## src/verilog/cpusf_pkg.sv

```systemverilog
// Purpose: Shared constants and types for the status flags and bank map block
// Assumes: 8-bit data path, 32 banks of 128 bytes
// Notes:   Register byte offsets sit on 32-bit APB words
package cpusf_pkg;

  // APB register byte offsets
  localparam logic [11:0] ADDR_FLAGS    = 12'h000;
  localparam logic [11:0] ADDR_BANK     = 12'h004;
  localparam logic [11:0] ADDR_MAP_OFS  = 12'h008;
  localparam logic [11:0] ADDR_MAP_INFO = 12'h00c;
  localparam logic [11:0] ADDR_COMMON   = 12'h010;

  // Flag bit positions in processor_flags
  localparam int unsigned FLAG_C       = 0;
  localparam int unsigned FLAG_DIGIT   = 1;
  localparam int unsigned FLAG_Z       = 2;
  localparam int unsigned FLAG_PWRDN   = 3;
  localparam int unsigned FLAG_TIMEOUT = 4;

  // Power-on and brown-out value: time-out and power-down set, arithmetic clear
  localparam logic [7:0] FLAGS_POR = 8'h18;

  // Bank layout
  localparam int unsigned BANK_COUNT   = 32;
  localparam int unsigned BANK_BYTES   = 128;
  localparam int unsigned BANK_W       = 5;
  localparam int unsigned OFS_W        = 7;
  localparam logic [6:0]  CORE_END     = 7'h0c;
  localparam logic [6:0]  PERIPH_LAST  = 7'h1f;
  localparam int unsigned GENRAM_BYTES = 80;
  localparam logic [6:0]  COMMON_FIRST = 7'h70;
  localparam int unsigned COMMON_BYTES = 16;

  // Map info field position
  localparam int unsigned MAP_REGION_LSB = 12;

  typedef enum logic [3:0] {
    OP_MOV, OP_SWAP, OP_ADD, OP_SUB, OP_AND, OP_IOR, OP_XOR, OP_CLR, OP_ROR, OP_ROL
  } cpusf_op_e;

  typedef enum logic [1:0] {
    REG_CORE, REG_PERIPH, REG_GENRAM, REG_COMMON
  } cpusf_region_e;

  typedef struct packed {
    logic       valid;
    cpusf_op_e  op;
    logic [7:0] a;
    logic [7:0] b;
    logic       to_flags;
  } cpusf_exec_s;

  typedef struct packed {
    logic [7:0] result;
    logic [2:0] upd;
    logic       z;
    logic       dc;
    logic       c;
  } cpusf_alu_s;

  typedef struct packed {
    cpusf_region_e region;
    logic [11:0]   lin_addr;
  } cpusf_map_s;

endpackage : cpusf_pkg

```

## src/verilog/cpusf_core.sv

```systemverilog
// Purpose: Processor flags register, bank map decode and common RAM with APB access
// Assumes: rst_i is power-on or brown-out reset; other_reset_i any other reset
// Notes:   APB answers with no wait state; read data is captured in setup
//
// Functional notes
// - Any instruction may target the flags register
// - Flag-updating ops override written zero and carries
// - Time-out and power-down bits never written
// - Bits seven to five read zero
// - Time-out set by power-up/clear/sleep, cleared by timeout
// - Power-down set by power-up/clear, cleared by sleep
// - Zero flag reflects zero result
// - Digit carry from bit three on add/sub
// - Carry from top bit on add/sub
// - Subtract carries are inverted borrows
// - Subtract adds two's complement of operand
// - Rotates load carry with shifted-out bit
// - Power-on sets cause flags; other resets keep arithmetic
// - Peripheral region at offsets 0Ch to 1Fh
// - Up to 80 bytes general RAM per bank
// - 16 bytes common RAM shared by all banks
// - 32 banks of 128 bytes, chosen by bank select
// - Core registers at first 12 offsets, every bank
`timescale 1ns/10ps
module cpusf_core
  import cpusf_pkg::*;
(
  input  wire logic                clk_i,
  input  wire logic                rst_i,
  input  wire logic                other_reset_i,
  input  wire cpusf_exec_s         exec_i,
  input  wire logic                clear_watchdog_i,
  input  wire logic                sleep_i,
  input  wire logic                watchdog_timeout_i,
  input  wire logic [OFS_W-1:0]    addr_ofs_i,
  output logic [7:0]               result_o,
  output logic [7:0]               flags_o,
  output logic [BANK_W-1:0]        bank_o,
  output cpusf_map_s               map_o,
  input  wire logic [11:0]         paddr_i,
  input  wire logic                psel_i,
  input  wire logic                penable_i,
  input  wire logic                pwrite_i,
  input  wire logic [31:0]         pwdata_i,
  input  wire logic [3:0]          pstrb_i,
  output logic                     pready_o,
  output logic [31:0]              prdata_o,
  output logic                     pslverr_o
);

  function automatic cpusf_map_s map_offset(input logic [OFS_W-1:0]  ofs,
                                            input logic [BANK_W-1:0] bank);
    cpusf_map_s m;
    m.lin_addr = {bank, ofs};
    if (ofs < CORE_END) begin
      m.region   = REG_CORE;
      m.lin_addr = {{BANK_W{1'b0}}, ofs};
    end else if (ofs <= PERIPH_LAST) begin
      m.region   = REG_PERIPH;
    end else if (ofs < COMMON_FIRST) begin
      m.region   = REG_GENRAM;
    end else begin
      // Shared storage: same linear address whatever bank is selected
      m.region   = REG_COMMON;
      m.lin_addr = {{BANK_W{1'b0}}, ofs};
    end
    return m;
  endfunction : map_offset

  function automatic logic is_addr(input logic [11:0] a, input logic [11:0] target);
    return a == target;
  endfunction : is_addr

  // Flags group
  logic [4:0]   flags_q;
  logic [4:0]   flags_d;
  logic [7:0]   result_q;
  logic [7:0]   result_d;
  cpusf_alu_s   alu;
  logic         apb_wr;
  logic         flags_wr_apb;

  cpusf_alu u_alu (
    .exec_i  (exec_i),
    .carry_i (flags_q[FLAG_C]),
    .alu_o   (alu)
  );

  assign apb_wr       = psel_i & penable_i & pwrite_i & pstrb_i[0];
  assign flags_wr_apb = apb_wr & is_addr(paddr_i, ADDR_FLAGS);

  always_comb begin
    flags_d  = flags_q;
    result_d = result_q;
    if (exec_i.valid) begin
      result_d = alu.result;
      for (int i = 0; i < 3; i++) begin
        if (alu.upd[i]) begin
          flags_d[i] = (i == FLAG_Z) ? alu.z : ((i == FLAG_DIGIT) ? alu.dc : alu.c);
        end
      end
      // Any flag update blocks the whole low-bit write
      if (exec_i.to_flags && alu.upd == 3'h0) begin
        flags_d[2:0] = alu.result[2:0];
      end
    end else if (flags_wr_apb) begin
      flags_d[2:0] = pwdata_i[2:0];
    end
    if (clear_watchdog_i) begin
      flags_d[FLAG_TIMEOUT] = 1'b1;
      flags_d[FLAG_PWRDN]   = 1'b1;
    end else if (sleep_i) begin
      flags_d[FLAG_TIMEOUT] = 1'b1;
      flags_d[FLAG_PWRDN]   = 1'b0;
    end
    // A time-out beats a simultaneous clear, so the cause is not lost
    if (watchdog_timeout_i) begin
      flags_d[FLAG_TIMEOUT] = 1'b0;
    end
    if (other_reset_i) begin
      result_d = 8'h00;
    end
  end

  always_ff @(posedge clk_i or posedge rst_i) begin
    if (rst_i) begin
      flags_q  <= FLAGS_POR[4:0];
      result_q <= 8'h00;
    end else begin
      flags_q  <= flags_d;
      result_q <= result_d;
    end
  end

  assign flags_o  = {3'b000, flags_q};
  assign result_o = result_q;

  // Bank map group
  logic [BANK_W-1:0] bank_q;
  logic [BANK_W-1:0] bank_d;
  logic [OFS_W-1:0]  map_ofs_q;
  logic [OFS_W-1:0]  map_ofs_d;
  cpusf_map_s        map_q;
  cpusf_map_s        map_d;
  cpusf_map_s        apb_map;

  assign apb_map = map_offset(map_ofs_q, bank_q);

  always_comb begin
    bank_d    = bank_q;
    map_ofs_d = map_ofs_q;
    map_d     = map_offset(addr_ofs_i, bank_q);
    if (apb_wr && is_addr(paddr_i, ADDR_BANK)) begin
      bank_d = pwdata_i[BANK_W-1:0];
    end
    if (apb_wr && is_addr(paddr_i, ADDR_MAP_OFS)) begin
      map_ofs_d = pwdata_i[OFS_W-1:0];
    end
    // Other resets reopen bank zero but leave the flags alone
    if (other_reset_i) begin
      bank_d    = '0;
      map_ofs_d = '0;
    end
  end

  always_ff @(posedge clk_i or posedge rst_i) begin
    if (rst_i) begin
      bank_q    <= '0;
      map_ofs_q <= '0;
      map_q     <= '0;
    end else begin
      bank_q    <= bank_d;
      map_ofs_q <= map_ofs_d;
      map_q     <= map_d;
    end
  end

  assign bank_o = bank_q;
  assign map_o  = map_q;

  // Common RAM group, flip-flop storage
  logic [7:0] common_q [COMMON_BYTES];
  logic [7:0] common_d [COMMON_BYTES];
  logic       common_sel;

  assign common_sel = (apb_map.region == REG_COMMON);

  always_comb begin
    common_d = common_q;
    if (apb_wr && is_addr(paddr_i, ADDR_COMMON) && common_sel) begin
      common_d[map_ofs_q[3:0]] = pwdata_i[7:0];
    end
  end

  always_ff @(posedge clk_i or posedge rst_i) begin
    if (rst_i) begin
      for (int i = 0; i < COMMON_BYTES; i++) begin
        common_q[i] <= 8'h00;
      end
    end else begin
      common_q <= common_d;
    end
  end

  // APB read group: data and error captured in setup, shown in access
  logic [31:0] prdata_q;
  logic [31:0] prdata_d;
  logic        pslverr_q;
  logic        pslverr_d;
  logic        apb_setup;

  assign apb_setup = psel_i & ~penable_i;

  always_comb begin
    prdata_d  = prdata_q;
    pslverr_d = pslverr_q;
    if (apb_setup) begin
      pslverr_d = 1'b0;
      prdata_d  = 32'h0000_0000;
      if (is_addr(paddr_i, ADDR_FLAGS)) begin
        prdata_d[7:0] = flags_o;
      end else if (is_addr(paddr_i, ADDR_BANK)) begin
        prdata_d[BANK_W-1:0] = bank_q;
      end else if (is_addr(paddr_i, ADDR_MAP_OFS)) begin
        prdata_d[OFS_W-1:0] = map_ofs_q;
      end else if (is_addr(paddr_i, ADDR_MAP_INFO)) begin
        prdata_d[11:0] = apb_map.lin_addr;
        prdata_d[MAP_REGION_LSB+:2] = apb_map.region;
      end else if (is_addr(paddr_i, ADDR_COMMON)) begin
        // Unimplemented locations read as zero
        prdata_d[7:0] = common_sel ? common_q[map_ofs_q[3:0]] : 8'h00;
      end else begin
        pslverr_d = 1'b1;
      end
    end
  end

  always_ff @(posedge clk_i or posedge rst_i) begin
    if (rst_i) begin
      prdata_q  <= 32'h0000_0000;
      pslverr_q <= 1'b0;
    end else begin
      prdata_q  <= prdata_d;
      pslverr_q <= pslverr_d;
    end
  end

  assign pready_o  = psel_i & penable_i;
  assign prdata_o  = prdata_q;
  assign pslverr_o = pslverr_q & psel_i & penable_i;
endmodule : cpusf_core

```

## src/verilog/cpusf_alu.sv

```systemverilog
// Purpose: Operation result and arithmetic flag computation
// Assumes: Combinational, carry_i is the current carry flag
// Notes:   Subtraction is a minus b, done as a plus two's complement of b
`timescale 1ns/10ps
module cpusf_alu
  import cpusf_pkg::*;
(
  input  wire cpusf_exec_s exec_i,
  input  wire logic        carry_i,
  output cpusf_alu_s       alu_o
);

  function automatic logic [8:0] add_byte(input logic [7:0] x,
                                          input logic [7:0] y,
                                          input logic       cin);
    return {1'b0, x} + {1'b0, y} + {8'h00, cin};
  endfunction : add_byte

  function automatic logic add_nibble_carry(input logic [3:0] x,
                                            input logic [3:0] y,
                                            input logic       cin);
    logic [4:0] s;
    s = {1'b0, x} + {1'b0, y} + {4'h0, cin};
    return s[4];
  endfunction : add_nibble_carry

  logic [8:0] sum;

  always_comb begin
    alu_o = '0;
    alu_o.c = carry_i;
    sum = '0;
    unique case (exec_i.op)
      OP_MOV: alu_o.result = exec_i.a;
      OP_SWAP: alu_o.result = {exec_i.a[3:0], exec_i.a[7:4]};
      OP_ADD: begin
        sum          = add_byte(exec_i.a, exec_i.b, 1'b0);
        alu_o.result = sum[7:0];
        alu_o.c      = sum[8];
        alu_o.dc     = add_nibble_carry(exec_i.a[3:0], exec_i.b[3:0], 1'b0);
        alu_o.upd    = 3'h7;
      end
      OP_SUB: begin
        // Carry out of the complement add is the inverted borrow
        sum          = add_byte(exec_i.a, ~exec_i.b, 1'b1);
        alu_o.result = sum[7:0];
        alu_o.c      = sum[8];
        alu_o.dc     = add_nibble_carry(exec_i.a[3:0], ~exec_i.b[3:0], 1'b1);
        alu_o.upd    = 3'h7;
      end
      OP_AND: begin
        alu_o.result = exec_i.a & exec_i.b;
        alu_o.upd    = 3'h4;
      end
      OP_IOR: begin
        alu_o.result = exec_i.a | exec_i.b;
        alu_o.upd    = 3'h4;
      end
      OP_XOR: begin
        alu_o.result = exec_i.a ^ exec_i.b;
        alu_o.upd    = 3'h4;
      end
      OP_CLR: begin
        alu_o.result = 8'h00;
        alu_o.upd    = 3'h4;
      end
      OP_ROR: begin
        alu_o.result = {carry_i, exec_i.a[7:1]};
        alu_o.c      = exec_i.a[0];
        alu_o.upd    = 3'h1;
      end
      OP_ROL: begin
        alu_o.result = {exec_i.a[6:0], carry_i};
        alu_o.c      = exec_i.a[7];
        alu_o.upd    = 3'h1;
      end
      default: alu_o.result = exec_i.a;
    endcase
    alu_o.z = (alu_o.result == 8'h00);
  end

endmodule : cpusf_alu

```

## config.mk

```make
export PLATFORM = sky130hd
export DESIGN_NAME = cpusf_core
export DESIGN_NICKNAME = d
export VERILOG_FILES = /design/src/verilog/cpusf_pkg.sv /design/src/verilog/cpusf_core.sv /design/src/verilog/cpusf_alu.sv
export SDC_FILE = /design/constraint.sdc
export NUM_CORES = 1
export LEC_CHECK = 0
export BUFFER_PORTS_ARGS = -buffer_cell sky130_fd_sc_hd__buf_2
export CAP_MARGIN = 30
export CELL_PAD_IN_SITES_DETAIL_PLACEMENT = 1
export CELL_PAD_IN_SITES_GLOBAL_PLACEMENT = 1
export CORE_MARGIN = 2
export CORE_UTILIZATION = 46
export DETAILED_ROUTE_END_ITERATION = 10
export MAX_ROUTING_LAYER = met4
export PLACE_DENSITY_LB_ADDON = 0.1
export SLEW_MARGIN = 20
export SYNTH_ARGS = -nofsm -noshare
export SYNTH_HDL_FRONTEND = slang
export SYNTH_SLANG_ARGS = --single-unit
```

## constraint.sdc

```tcl
create_clock -name clk_i -period 7.96 [get_ports clk_i]
set_clock_uncertainty 0.15 [all_clocks]
set_input_delay 1.194 -clock clk_i [delete_from_list [all_inputs] [get_ports clk_i]]
set_output_delay 1.194 -clock clk_i [all_outputs]
set_load 0.02 [all_outputs]
```

==> results.ini <==
[synthesis]
synth_warnings=0
synth_area_leaders=dfrtp_1, mux2_2, mux4_2
synthCells=873
syn_avg_cell_area_um2=11.5
synth_edf_count=0
synth-simple-area-share=0.109
synth_top_area_share=0.447
synth_area_leader_cell=dfrtp_1
synth_ff_type=dfrtp_1
yosysSeqAreaShare=0.453
synth-adder-area-share=0.0338
synth-compound-area-share=0.104
synth_top_family_by_area=multiplexers
syn_area_um2=10100
synth_mux_area_frac=0.247
ys_types=74
ys_seq_elements=182
synth-xor-area-share=0.000870
synth_async_sr_flop_share=1.00

[power]
design_power_total_mw=2.02
ir_drop_mv=0.138
combPwrFrac=0.110
p_leak_nw=5.44
p_clk_frac=0.422
intPower_mw=1.46
powerDensity_nw_per_um2=178
power_frac_seq=0.468
swShare=0.276
power.switching_uw=557

[route]
viasPerCell=5.91
routedLengthMet1_um=12200
routedWlPerCell_um=23.3
wl_um=29100
dr_wl_met3_um=1080
routed-via-count=7362
route.met2.wl_um=15200
highest_layer=met4
antenna_left=0
drc=0
dr.pass1.iters=5
drtIter0Drc=540

[critical_path]
arrival_ns=4.13
slowest_stage=or4b_1
path_cells=buf_2 > or4_1 > nor3_4 > and4_1 > or4b_1 > nor3_4 > mux2_2
critPathMaxFanout=8
critPathMostFrequentCell=nor3_4
r2r_setup_slack_ns=4.98
worstSetupEndpointType=flip-flop
criticalPathCategory=input pin to flip-flop
cp-start-kind=input pin
cp.required_ns=8.13
critical_path.max_stage_delay_ns=0.68

[timing]
max_slew_margin=0.348
period_share=0.497
rsz0062_at_grt=no
fin_tns_setup_ns=0
slew_viol_final=0
tightestPinTransition_ns=0.978
hold_viol=0
setup_viol=0
hold_ws_ns=0.330
min_period_ns=3.96
max_freq_mhz=253

[final_layout]
area_delta_synth_final_pct=12.6
nFillCells=2296
drive_above_1_share=0.340
nNetsFinal=1065
diodes=0

[grt]
antenna_found_initial=0
grt.total_usage=0.266
grt_pass1_vias=8073
grt_pass1_wl_um=46500
grt_max_degree=95
grt-ovfl-total=0

[clock_tree]
cts_sinks=182
clk_pin_slew_ns=0.07
cts_root_buf=clkbuf_16
clk_path_buf_depth=2
clkLatencyLatePin_ns=0.44
cts-hold-fix-buffers=0
cts_tree=done
ctsResizeCount=0
h-tree-depth=4
numCtsBuffers=17
post_cts_buffers=0

[die]
die_x_um=152
start_util=0.466
rows=54
die_area_um2=23100
core_area_um2=21600
die_h_um=152
ios=155

[placement]
dp_hpwl_um=20000
gp_congestion=0.857
place.port_buffers=106

[flow_run]
maxCapViolations=0

[status]
outcome=finished, final reports clean

[worst_hold_path]
hold_path.class=flip-flop to flip-flop

layer usage:
layer | vias to the layer above | GRT usage
li1 | 3309 | -
met1 | 3834 | 0.325
met2 | 182 | 0.455
met3 | 37 | 0.0442
met4 | 0 | 0.0797
met5 | - | -
critical path: cells and delay by family:
family,cells,cell delay (ns)
simple gates,5,2.43
mux,1,0.41
buf+inv,1,0.09
layout by cell type (no fill, tap or decap), types with 21 or more instances in the layout:
cell type / count
mux2_2: 124
conb_1: 21
a21oi_1: 27
dfrtp_1: 179
nand2_1: 48
mux4_2: 40
ha_1: 24
buf_2: 106
o21ai_0: 38
nor2_1: 61
inv_1: 37
layout make-up:
class,count,area [um2],share of cell area
inverter,39,151,0.0134
tap,280,350,0.0309
multi-input combinational,596,5060,0.447
timing repair buffer,117,621,0.0547
clock buffer,18,439,0.0387
sequential,182,4560,0.402
clock inverter,14,156,0.0138
metrics by stage:
| stage | cells | cell area, um2 | util | setup WS [ns] |
|---|---|---|---|---|
| 3_5_place_dp | 1212 | 10700 | 0.496 | 3.54 |
| 6_report | 1246 | 11300 | 0.524 | 4.00 |
| 3_3_place_gp | 1209 | 10700 | 0.495 | 3.60 |
| 2_1_floorplan | 893 | 10100 | - | 1.68 |
| 5_1_grt | 1246 | 11300 | 0.524 | 3.89 |
| 4_1_cts | 1244 | 11300 | 0.523 | 3.99 |
registers in the layout (all words and copies together) (netlist names):
signal,flops
pslverr_q,1
map_ofs_q,7
common_q,128
map_o,14
bank_o,5
result_o,8
flags_q,5
prdata_o,14
kinds of logic (layout without fill, tap and decap cells):
kind of cell / count (synthesis) / in the layout
simple gates: 209 / 209
mux: 183 / 183
flops: 182 / 182
compound gates: 156 / 156
buf+inv: 115 / 188
fa+ha+maj: 26 / 26
other cells: 1 / 21
xor+xnor: 1 / 1
worst paths after layout:
check,start,to,cells past startpoint
max,paddr_i[11],common_q[124],7
min,prdata_o[8],prdata_o[8],2
min in group asynchronous,rst_i,map_o[0],2
min reg2reg,prdata_o[8],prdata_o[8],2
max in group asynchronous,rst_i,map_ofs_q[0],4
max reg2reg,map_ofs_q[6],common_q[124],5
cell usage after synthesis, types with 11 or more instances:
library cell and instances:
nor2_1 61, dfrtp_1 180, buf_4 24, mux2_2 124, ha_1 24, nand2_1 48
o22ai_1 11, clkbuf_1 42, inv_1 38, mux2i_1 18, mux4_2 40, nor2b_1 14
nand2b_1 15, a21oi_1 27, o21ai_0 38
power groups by stage:
stage | clock network, mW | registers [mW] | logic (mW)
finish | 0.851 | 0.943 | 0.222
global route | 0.914 | 0.943 | 0.244
CTS | 0.870 | 0.943 | 0.221
detailed placement | 0 | 0.961 | 0.220
global placement | 0 | 0.960 | 0.213
floorplan | 0 | 0.968 | 0.141
Note: power is estimated with default switching activity, not from simulation.
